==> src/dma_flags_defs.svh <==
/*
 * Constants for the DMA flag and channel configuration block: byte offsets,
 * field positions, reset values and widths.
 * Assumes inclusion by bare name from the design files of this block only.
 */
`ifndef DMA_FLAGS_DEFS_SVH
`define DMA_FLAGS_DEFS_SVH

// ****************************************
// register byte offsets
// ****************************************
`define FLAG_STATUS_ADDR 8'h00
`define FLAG_CLEAR_ADDR 8'h04
`define CONFIG_BASE_ADDR 8'h08
`define COUNT_BASE_ADDR 8'h28
`define IRQ_MASK_ADDR 8'h48
`define ADDR_END 8'h4c

// ****************************************
// flag group layout, four bits per channel
// ****************************************
`define GROUP_WIDTH 4
`define ALL_FLAGS_BIT 0
`define COMPLETE_BIT 1
`define HALF_BIT 2
`define ERROR_BIT 3

// ****************************************
// channel configuration fields
// ****************************************
`define ENABLE_BIT 0
`define DIR_BIT 4
`define WIDTH_LSB 10
`define WIDTH_MSB 11
`define PRIO_LSB 12
`define PRIO_MSB 13
`define MEM_TO_MEM_BIT 14
`define CONFIG_WRITE_MASK 15'h7c11
`define WIDTH_RESERVED_CODE 2'h3

// ****************************************
// reset values
// ****************************************
`define CONFIG_RESET 15'h0000
`define COUNT_RESET 16'h0000
`define MASK_RESET 32'h00000000
`define READ_RESET 32'h00000000

`endif

==> src/dma_flags_pkg.sv <==
/*
 * Types shared by the DMA flag and channel configuration block.
 * Assumes the block has eight channels and a 32-bit register bus.
 */
package dma_flags_pkg;

  typedef enum logic [1:0] {
    bus_idle = 2'b00,
    bus_write = 2'b01,
    bus_read_wait = 2'b10,
    bus_read_done = 2'b11
  } bus_phase_type;

  typedef logic [14:0] config_word_type;

  typedef struct packed {
    bus_phase_type phase;
    logic [7:0] addr;
    config_word_type [7:0] config_reg;
    logic [31:0] irq_mask;
    logic [31:0] read_data;
    logic [7:0] grant;
    logic grant_valid;
    logic [1:0] width;
    logic width_is_source;
    logic mem_to_mem;
    logic width_reserved;
    logic irq;
  } ctrl_state_type;

  typedef struct packed {
    logic error;
    logic half;
    logic complete;
    logic [15:0] programmed;
    logic [15:0] remaining;
  } channel_state_type;

endpackage

==> src/dma_flag_config.sv <==
/*
 * Register block of an eight-channel DMA controller: flag status and
 * write-one flag clear, per-channel configuration and unit counts,
 * interrupt mask, and priority choice among pending channels.
 * Byte map of the register window:
 *   0x00      flag status, four bits per channel (summary, complete, half, error)
 *   0x04      flag clear, same layout, write-only, reads zero
 *   0x08-0x24 channel configuration, one word per channel
 *   0x28-0x44 unit count; a write loads it while the channel is disabled, a read returns what remains
 *   0x48      interrupt mask, same layout as the flag status
 * Every transfer is a whole word; writes complete without wait states and
 * reads take one wait state.
 * Assumes an AHB-Lite master on hclk and a transfer engine on hclk that
 * reports moved units and bus errors per channel and follows the grant.
 */
// The AHB-Lite slave port was decided locally.
`timescale 1ns/1ps
`include "dma_flags_defs.svh"

module dma_flag_config (
  input wire logic hclk,
  input wire logic hresetn,
  input wire logic hsel,
  input wire logic [31:0] haddr,
  input wire logic [1:0] htrans,
  input wire logic hwrite,
  input wire logic [2:0] hsize,
  input wire logic [31:0] hwdata,
  input wire logic hready,
  output logic hreadyout,
  output logic hresp,
  output logic [31:0] hrdata,
  input wire logic [7:0] channel_request,
  input wire logic [7:0] unit_done,
  input wire logic [7:0] bus_error,
  output logic [7:0] grant,
  output logic grant_valid,
  output logic [1:0] memory_side_width,
  output logic memory_side_is_source,
  output logic mem_to_mem_enable,
  output logic width_reserved,
  output logic irq
);
  import dma_flags_pkg::*;

  ctrl_state_type state;
  ctrl_state_type next_state;

  logic [31:0] flag_word;
  logic [7:0] pending;
  logic [15:0] priority_levels;
  logic [7:0] arb_grant;
  logic arb_valid;
  logic [7:0] count_load;
  logic [15:0] remaining [8];
  logic [7:0] enable;
  logic [31:0] clear_word;
  logic take_request;
  logic write_cycle;
  logic [31:0] read_mux;
  logic [1:0] sel_width;
  logic sel_dir;
  logic sel_m2m;
  logic [7:0] config_hit;
  logic [7:0] count_hit;
  logic addr_is_status;
  logic addr_is_clear;
  logic addr_is_mask;
  logic mask_write;
  logic clear_write;
  logic [1:0] attr_width [8];
  logic [7:0] attr_dir;
  logic [7:0] attr_m2m;

  // ****************************************
  // per-channel flag and counter slices
  // ****************************************
  genvar ch;
  generate
    for (ch = 0; ch < 8; ch++) begin : g_channel
      assign enable[ch] = state.config_reg[ch][`ENABLE_BIT];
      assign priority_levels[2*ch +: 2] = state.config_reg[ch][`PRIO_MSB:`PRIO_LSB];
      // a memory-to-memory channel needs no peripheral request
      assign pending[ch] = enable[ch] && (remaining[ch] != 16'h0000)
        && (channel_request[ch] || state.config_reg[ch][`MEM_TO_MEM_BIT]);
      assign config_hit[ch] = (state.addr == `CONFIG_BASE_ADDR + 8'(4 * ch));
      assign count_hit[ch] = (state.addr == `COUNT_BASE_ADDR + 8'(4 * ch));
      // a running channel keeps its count; software disables it before reloading
      assign count_load[ch] = write_cycle && !enable[ch] && count_hit[ch];
      // slices of channels that are not granted stay zero
      assign attr_width[ch] = arb_grant[ch]
        ? state.config_reg[ch][`WIDTH_MSB:`WIDTH_LSB] : 2'h0;
      assign attr_dir[ch] = arb_grant[ch] && state.config_reg[ch][`DIR_BIT];
      assign attr_m2m[ch] = arb_grant[ch] && state.config_reg[ch][`MEM_TO_MEM_BIT];

      dma_channel_status u_status (
        .hclk(hclk),
        .hresetn(hresetn),
        .enable(enable[ch]),
        .count_load(count_load[ch]),
        .count_value(hwdata[15:0]),
        .unit_done(unit_done[ch]),
        .bus_error(bus_error[ch]),
        .clear(clear_word[`GROUP_WIDTH*ch +: `GROUP_WIDTH]),
        .flags(flag_word[`GROUP_WIDTH*ch +: `GROUP_WIDTH]),
        .remaining(remaining[ch])
      );
    end
  endgenerate

  dma_priority_arbiter u_arbiter (
    .pending(pending),
    .priority_levels(priority_levels),
    .grant(arb_grant),
    .grant_valid(arb_valid)
  );

  // ****************************************
  // bus decode
  // ****************************************
  assign take_request = hsel && hready && htrans[1];
  assign write_cycle = (state.phase == bus_write);
  assign addr_is_status = (state.addr == `FLAG_STATUS_ADDR);
  assign addr_is_clear = (state.addr == `FLAG_CLEAR_ADDR);
  assign addr_is_mask = (state.addr == `IRQ_MASK_ADDR);
  assign mask_write = write_cycle && addr_is_mask;
  assign clear_write = write_cycle && addr_is_clear;
  // only a write to the clear word produces clear pulses; ones clear, zeros do nothing
  assign clear_word = clear_write ? hwdata : 32'h00000000;

  // ****************************************
  // read data selection
  // ****************************************
  // the clear word and unmapped offsets fall through and read as zero
  always_comb begin
    read_mux = 32'h00000000;
    if (addr_is_status) begin
      read_mux = flag_word;
    end
    if (addr_is_mask) begin
      read_mux = state.irq_mask;
    end
    for (int i = 0; i < 8; i++) begin
      if (config_hit[i]) begin
        read_mux = {17'h00000, state.config_reg[i]};
      end
      if (count_hit[i]) begin
        read_mux = {16'h0000, remaining[i]};
      end
    end
  end

  // ****************************************
  // granted channel attributes
  // ****************************************
  // the grant is one-hot and idle slices are zero, so or-ing them picks the winner
  always_comb begin
    sel_width = 2'h0;
    sel_dir = |attr_dir;
    sel_m2m = |attr_m2m;
    for (int i = 0; i < 8; i++) begin
      sel_width = sel_width | attr_width[i];
    end
  end

  // ****************************************
  // next state
  // ****************************************
  always_comb begin
    next_state = state;
    unique case (state.phase)
      bus_idle, bus_write, bus_read_done: begin
        if (take_request) begin
          next_state.addr = {haddr[7:2], 2'b00};
          next_state.phase = hwrite ? bus_write : bus_read_wait;
        end else begin
          next_state.phase = bus_idle;
        end
      end
      bus_read_wait: begin
        // one wait state so the read sees any write that just landed
        next_state.read_data = read_mux;
        next_state.phase = bus_read_done;
      end
    endcase
    // register writes land at the end of the data phase
    if (mask_write) begin
      next_state.irq_mask = hwdata;
    end
    for (int i = 0; i < 8; i++) begin
      if (write_cycle && config_hit[i]) begin
        // bits without a function are dropped so they read back as zero
        next_state.config_reg[i] = hwdata[14:0] & `CONFIG_WRITE_MASK;
      end
    end
    // granted channel and its attributes are registered on the same edge
    next_state.grant = arb_grant;
    next_state.grant_valid = arb_valid;
    next_state.width = sel_width;
    // same dir role in memory-to-memory and peripheral use
    next_state.width_is_source = sel_dir;
    next_state.mem_to_mem = sel_m2m;
    next_state.width_reserved = arb_valid && (sel_width == `WIDTH_RESERVED_CODE);
    next_state.irq = |(flag_word & state.irq_mask);
  end

  always_ff @(posedge hclk or negedge hresetn) begin
    if (!hresetn) begin
      state <= '{
        phase: bus_idle,
        addr: 8'h00,
        config_reg: {8{`CONFIG_RESET}},
        irq_mask: `MASK_RESET,
        read_data: `READ_RESET,
        grant: 8'h00,
        grant_valid: 1'b0,
        width: 2'h0,
        width_is_source: 1'b0,
        mem_to_mem: 1'b0,
        width_reserved: 1'b0,
        irq: 1'b0
      };
    end else begin
      state <= next_state;
    end
  end

  // ****************************************
  // outputs
  // ****************************************
  assign hreadyout = (state.phase != bus_read_wait);
  assign hresp = 1'b0;
  assign hrdata = state.read_data;
  assign grant = state.grant;
  assign grant_valid = state.grant_valid;
  assign memory_side_width = state.width;
  assign memory_side_is_source = state.width_is_source;
  assign mem_to_mem_enable = state.mem_to_mem;
  assign width_reserved = state.width_reserved;
  assign irq = state.irq;

endmodule

==> src/dma_channel_status.sv <==
/*
 * One channel's unit counter and its sticky event flags.
 * Assumes clear, load and event inputs come from logic on hclk.
 */
`timescale 1ns/1ps
`include "dma_flags_defs.svh"

module dma_channel_status (
  input wire logic hclk,
  input wire logic hresetn,
  input wire logic enable,
  input wire logic count_load,
  input wire logic [15:0] count_value,
  input wire logic unit_done,
  input wire logic bus_error,
  input wire logic [3:0] clear,
  output logic [3:0] flags,
  output logic [15:0] remaining
);
  import dma_flags_pkg::*;

  channel_state_type state;
  channel_state_type next_state;
  logic moved;
  logic [15:0] after_move;
  logic clear_error;
  logic clear_half;
  logic clear_complete;
  logic hit_half;
  logic hit_complete;

  // ****************************************
  // counting and flags
  // ****************************************
  always_comb begin
    next_state = state;
    moved = enable && unit_done && (state.remaining != 16'h0000) && !count_load;
    after_move = state.remaining - 16'h0001;
    hit_half = moved && (after_move == (state.programmed >> 1));
    hit_complete = moved && (after_move == 16'h0000);
    clear_error = clear[`ERROR_BIT] || clear[`ALL_FLAGS_BIT];
    clear_half = clear[`HALF_BIT] || clear[`ALL_FLAGS_BIT];
    clear_complete = clear[`COMPLETE_BIT] || clear[`ALL_FLAGS_BIT];
    if (count_load) begin
      next_state.programmed = count_value;
      next_state.remaining = count_value;
    end else if (moved) begin
      next_state.remaining = after_move;
    end
    // a new event in the clearing cycle survives the clear
    next_state.error = (state.error && !clear_error) || (enable && bus_error);
    next_state.half = (state.half && !clear_half) || hit_half;
    next_state.complete = (state.complete && !clear_complete) || hit_complete;
  end

  always_ff @(posedge hclk or negedge hresetn) begin
    if (!hresetn) begin
      state <= '0;
    end else begin
      state <= next_state;
    end
  end

  assign flags[`ERROR_BIT] = state.error;
  assign flags[`HALF_BIT] = state.half;
  assign flags[`COMPLETE_BIT] = state.complete;
  assign flags[`ALL_FLAGS_BIT] = state.error || state.half || state.complete;
  assign remaining = state.remaining;

endmodule

==> src/dma_priority_arbiter.sv <==
/*
 * Picks one pending channel by its two-bit priority level.
 * Assumes the caller registers the result; purely combinational here.
 */
`timescale 1ns/1ps

module dma_priority_arbiter (
  input wire logic [7:0] pending,
  input wire logic [15:0] priority_levels,
  output logic [7:0] grant,
  output logic grant_valid
);

  logic [2:0] best_index;
  logic [1:0] best_level;
  logic found;

  // ****************************************
  // search
  // ****************************************
  // strict greater-than keeps the lowest-numbered channel on a tie
  always_comb begin
    best_index = 3'h0;
    best_level = 2'h0;
    found = 1'b0;
    for (int i = 0; i < 8; i++) begin
      if (pending[i] && (!found || priority_levels[2*i +: 2] > best_level)) begin
        best_index = 3'(i);
        best_level = priority_levels[2*i +: 2];
        found = 1'b1;
      end
    end
    grant = found ? (8'h01 << best_index) : 8'h00;
    grant_valid = found;
  end

endmodule

==> config.mk <==
export PLATFORM = sky130hd
export DESIGN_NAME = dma_flag_config
export DESIGN_NICKNAME = d
export VERILOG_FILES = /design/src/dma_flags_pkg.sv /design/src/dma_flag_config.sv /design/src/dma_channel_status.sv /design/src/dma_priority_arbiter.sv
export VERILOG_INCLUDE_DIRS = /design/src /design/src/src
export SDC_FILE = /design/constraint.sdc
export NUM_CORES = 1
export LEC_CHECK = 0
export BUFFER_PORTS_ARGS = -buffer_cell sky130_fd_sc_hd__buf_4
export CORE_ASPECT_RATIO = 1.75
export CORE_UTILIZATION = 50
export DETAILED_ROUTE_END_ITERATION = 12
export HOLD_SLACK_MARGIN = 0.02
export MAX_ROUTING_LAYER = met4
export PLACE_DENSITY = 0.67
export SYNTH_ARGS = -nofsm -noshare
export SYNTH_HDL_FRONTEND = slang
export SYNTH_HIERARCHICAL = 1
export SYNTH_SLANG_ARGS = --single-unit
==> constraint.sdc <==
create_clock -name hclk -period 17.75 [get_ports hclk]
set_input_delay 3.55 -clock hclk [delete_from_list [all_inputs] [get_ports hclk]]
set_output_delay 3.55 -clock hclk [all_outputs]
set_load 0.03 [all_outputs]
==> results.md <==
* Status: finished, final reports clean
* Rows at 116
* Most frequent cells in the layout: dfrtp_1, o21ai_0, nand2_1
* Post-cts sizing count at 0
* Setup violators final at 0
* Total GRT Usage at 36.99%
* Yosys reg bits at 415
* Slew Limit Headroom at 19.57%
* Top cell by count, worst path: ha_1
* Postcts setup bufs at 0
* Clock power frac at 17.2%
* Mapped Avg Cell Area at 8.953 µm²
* Critical path type: in -> reg
* Sinks on Clock Net at 415
* Overflow after GRT at 0
* Sequential Power Share at 39.1%
* Initial antenna violation count at 4
* Fill cells at 5386
* Combinational power share at 43.7%
* Ys flop type: dfrtp_1
* Full die area at 0.05898 mm²
* Clock Tree Root: clkbuf_16
* DRT iter0 DRCs at 2738
* Vias in the first global route at 24450
* VDD IR max at 116.8 µV
* Pre-Repair DR Iteration Count at 9
* CTS clk-pin slew, worst paths at 0.07 ns
* Unrepaired setup endpoints after global routing: no
* Cell variety after synth at 108
* First-pass GRT wire length at 156400 µm
* Total Power at 5.319 mW
* CTS Buffer Depth at 3
* P&R area growth vs syn at 2.732%
* Min cycle time layout at 14.12 ns
* Worst path slowest cell: nor3b_1
* CP Max Fanout at 10
* Via Count at 24910
* Cells after Synth at 3238
* Post-synth net total at 3362
* YS warnings at 6
* Slowest cell delay on critical path at 0.61 ns
* Post-synthesis cell area at 0.02899 mm²
* Vias per std cell at 6.523
* Period Utilization, post-route at 79.55%
* Wire per inst at 27.62 µm
* Crit path DAT at 14.66 ns
* H-tree level count at 2
* Largest net degree at the start of global routing at 80
* Die height at 320.5 µm
* Lkg Pwr at 12.00 nW
* Placed Area at 0.02840 mm²
* Share of cells above drive strength 1 at 14.17%
* Number of synthesized flops with an enable pin at 0
* Switching power at 2.539 mW
* IO Pins at 147
* Hold Fails Final Rpt at 0
* HP Class: reg -> reg
* Asr flop ratio synth at 100.0%
* Clock latency on the worst-skew pair at 0.60 ns
* Final Cell Area at 0.02978 mm²
* Core area at 0.05718 mm²
* Commonest non-fill, non-tap cell in the layout: dfrtp_1
* GPL Wtd Cong at 1.043
* DIE WIDTH at 184.0 µm
* Residual DRC at 0
* CP Launch Type: input port
* Setup crit end kind: flip-flop
* Worst slew pin tran at 1.202 ns
* Maxcap violations at 0
* Dpl hpwl at 76660 µm
* Antenna Violating Nets Remaining at 0
* CTS hold repair buffers at 0
* R2r setup slk at 5.59 ns
* Worst Clk Skew at 0.02336 ns
* Power Density at 178.6 mW/mm²
* Sequential area share after synthesis at 35.82%
* Fin. max-slew vios at 0
* Inserted Clock Buffers at 42
* CP required at 18.29 ns
* Post-Route WL at 105500 µm
* Port bufs at 115
* Setup_tns at 0 ns
* CTS tree: built
* Power Internal at 2.779 mW
* Nets at 3141
* Starting Density at 50.70%
* Maximum clock frequency at 0.07082 GHz
* Net Sw Frac at 47.75%
-- cells by family after synthesis --
logic type / count (synthesis) / synth area share, %
adder cells (fa/ha/maj): 26 / 1.122
other: 1 / 0.01294
multiplexers: 116 / 4.937
XOR/XNOR: 257 / 7.764
AND/OR/NAND/NOR: 1063 / 20.70
AO/OA/AOI/OAI: 789 / 18.20
buffers and inverters: 571 / 11.43
flip-flops: 415 / 35.82
-- power by group through the flow --
stage               combinational (mW)  sequential (mW)  clock, mW
floorplan                         2.30             1.53          0
global placement                  2.24             2.04          0
detailed placement                2.28             2.06          0
CTS                               2.29             2.04      0.930
global route                      2.54             2.10      0.964
finish                            2.33             2.08      0.915
-- per-stage QoR --
step	worst slack, ns	util, %	hold slack [ns]	instances
2_1_floorplan	5.111	-	0.4628	3238
3_3_place_gp	3.478	49.66	0.4931	3740
3_5_place_dp	3.242	49.66	0.4921	3740
4_1_cts	3.820	52.06	0.5105	3815
5_1_grt	2.796	52.08	0.5206	3818
6_report	3.630	52.08	0.5106	3819
-- worst max-delay path, delay by kind of cell --
family | cells | cell delay [ns]
adder cells (fa/ha/maj) | 7 | 2.07
buffers and inverters | 2 | 0.19
AO/OA/AOI/OAI | 19 | 4.54
AND/OR/NAND/NOR | 20 | 4.12
multiplexers | 1 | 0.16
-- sequential cells by signal (all words and copies together), names as in the netlist --
register                      flops
g_channel.u_status/remaining    128
grant_valid                       1
memory_side_is_source             1
state                            72
irq                               1
g_channel.u_status/state        120
priority_levels                  16
memory_side_width                 2
enable                            8
mem_to_mem_enable                 1
grant                             8
hrdata                           32
width_reserved                    1
g_channel.u_status/flags         24
-- path summary, 6_finish.rpt --
| kind | startpoint | to | cells after the start |
|---|---|---|---|
| min in group asynchronous | hresetn | g_channel[7].u_status/state[19]$_DFFE_PN0P_ | 1 |
| setup / recovery | channel_request[0] | width_reserved$_DFF_PN0_ | 49 |
| hold / removal | hrdata[18]$_DFFE_PN0P_ | hrdata[18]$_DFFE_PN0P_ | 1 |
| hold reg to reg | hrdata[18]$_DFFE_PN0P_ | hrdata[18]$_DFFE_PN0P_ | 1 |
| max in group asynchronous | hresetn | g_channel[5].u_status/remaining[14]$_DFFE_PN0P_ | 3 |
| setup reg to reg | g_channel[0].u_status/remaining[4]$_DFFE_PN0P_ | width_reserved$_DFF_PN0_ | 50 |
-- routing by layer --
metal	track usage, %	vias up	wire, µm
met4	27.59	0	9071
met3	5.087	391	6511
met2	60.26	1154	51100
li1	-	11000	-
met1	41.04	12370	38810
met5	-	-	0
-- area by class of cell --
class                      instances  area (µm²)  area share (%)
antenna                            4       10.01         0.03361
multi-input combinational       2252       15370           51.60
clock inverter                    20       172.7          0.5798
sequential                       415       10390           34.87
clock buffer                      55        1201           4.033
inverter                         165       619.3           2.080
timing repair buffer             141        1066           3.579
tap                              767       959.7           3.222
-- synth_stat cells, drive strengths merged, types with 40 or more instances --
master | instances | share of area (%)
xnor2 | 176 | 5.3
and2 | 54 | 1.2
and3 | 42 | 0.91
inv | 163 | 2.1
nor2 | 187 | 2.6
buf | 270 | 7.0
a22o | 50 | 1.5
a21oi | 58 | 1.1
nor4 | 97 | 2.8
o21ai | 361 | 6.2
clkbuf | 133 | 1.9
nand2 | 279 | 3.7
nand4 | 54 | 1.2
dfrtp | 415 | 36
mux2 | 105 | 4.6
nor3 | 91 | 1.9
or3 | 40 | 0.89
xor2 | 81 | 2.4
nand3 | 59 | 1.1
Note: power is estimated with default switching activity, not from simulation.
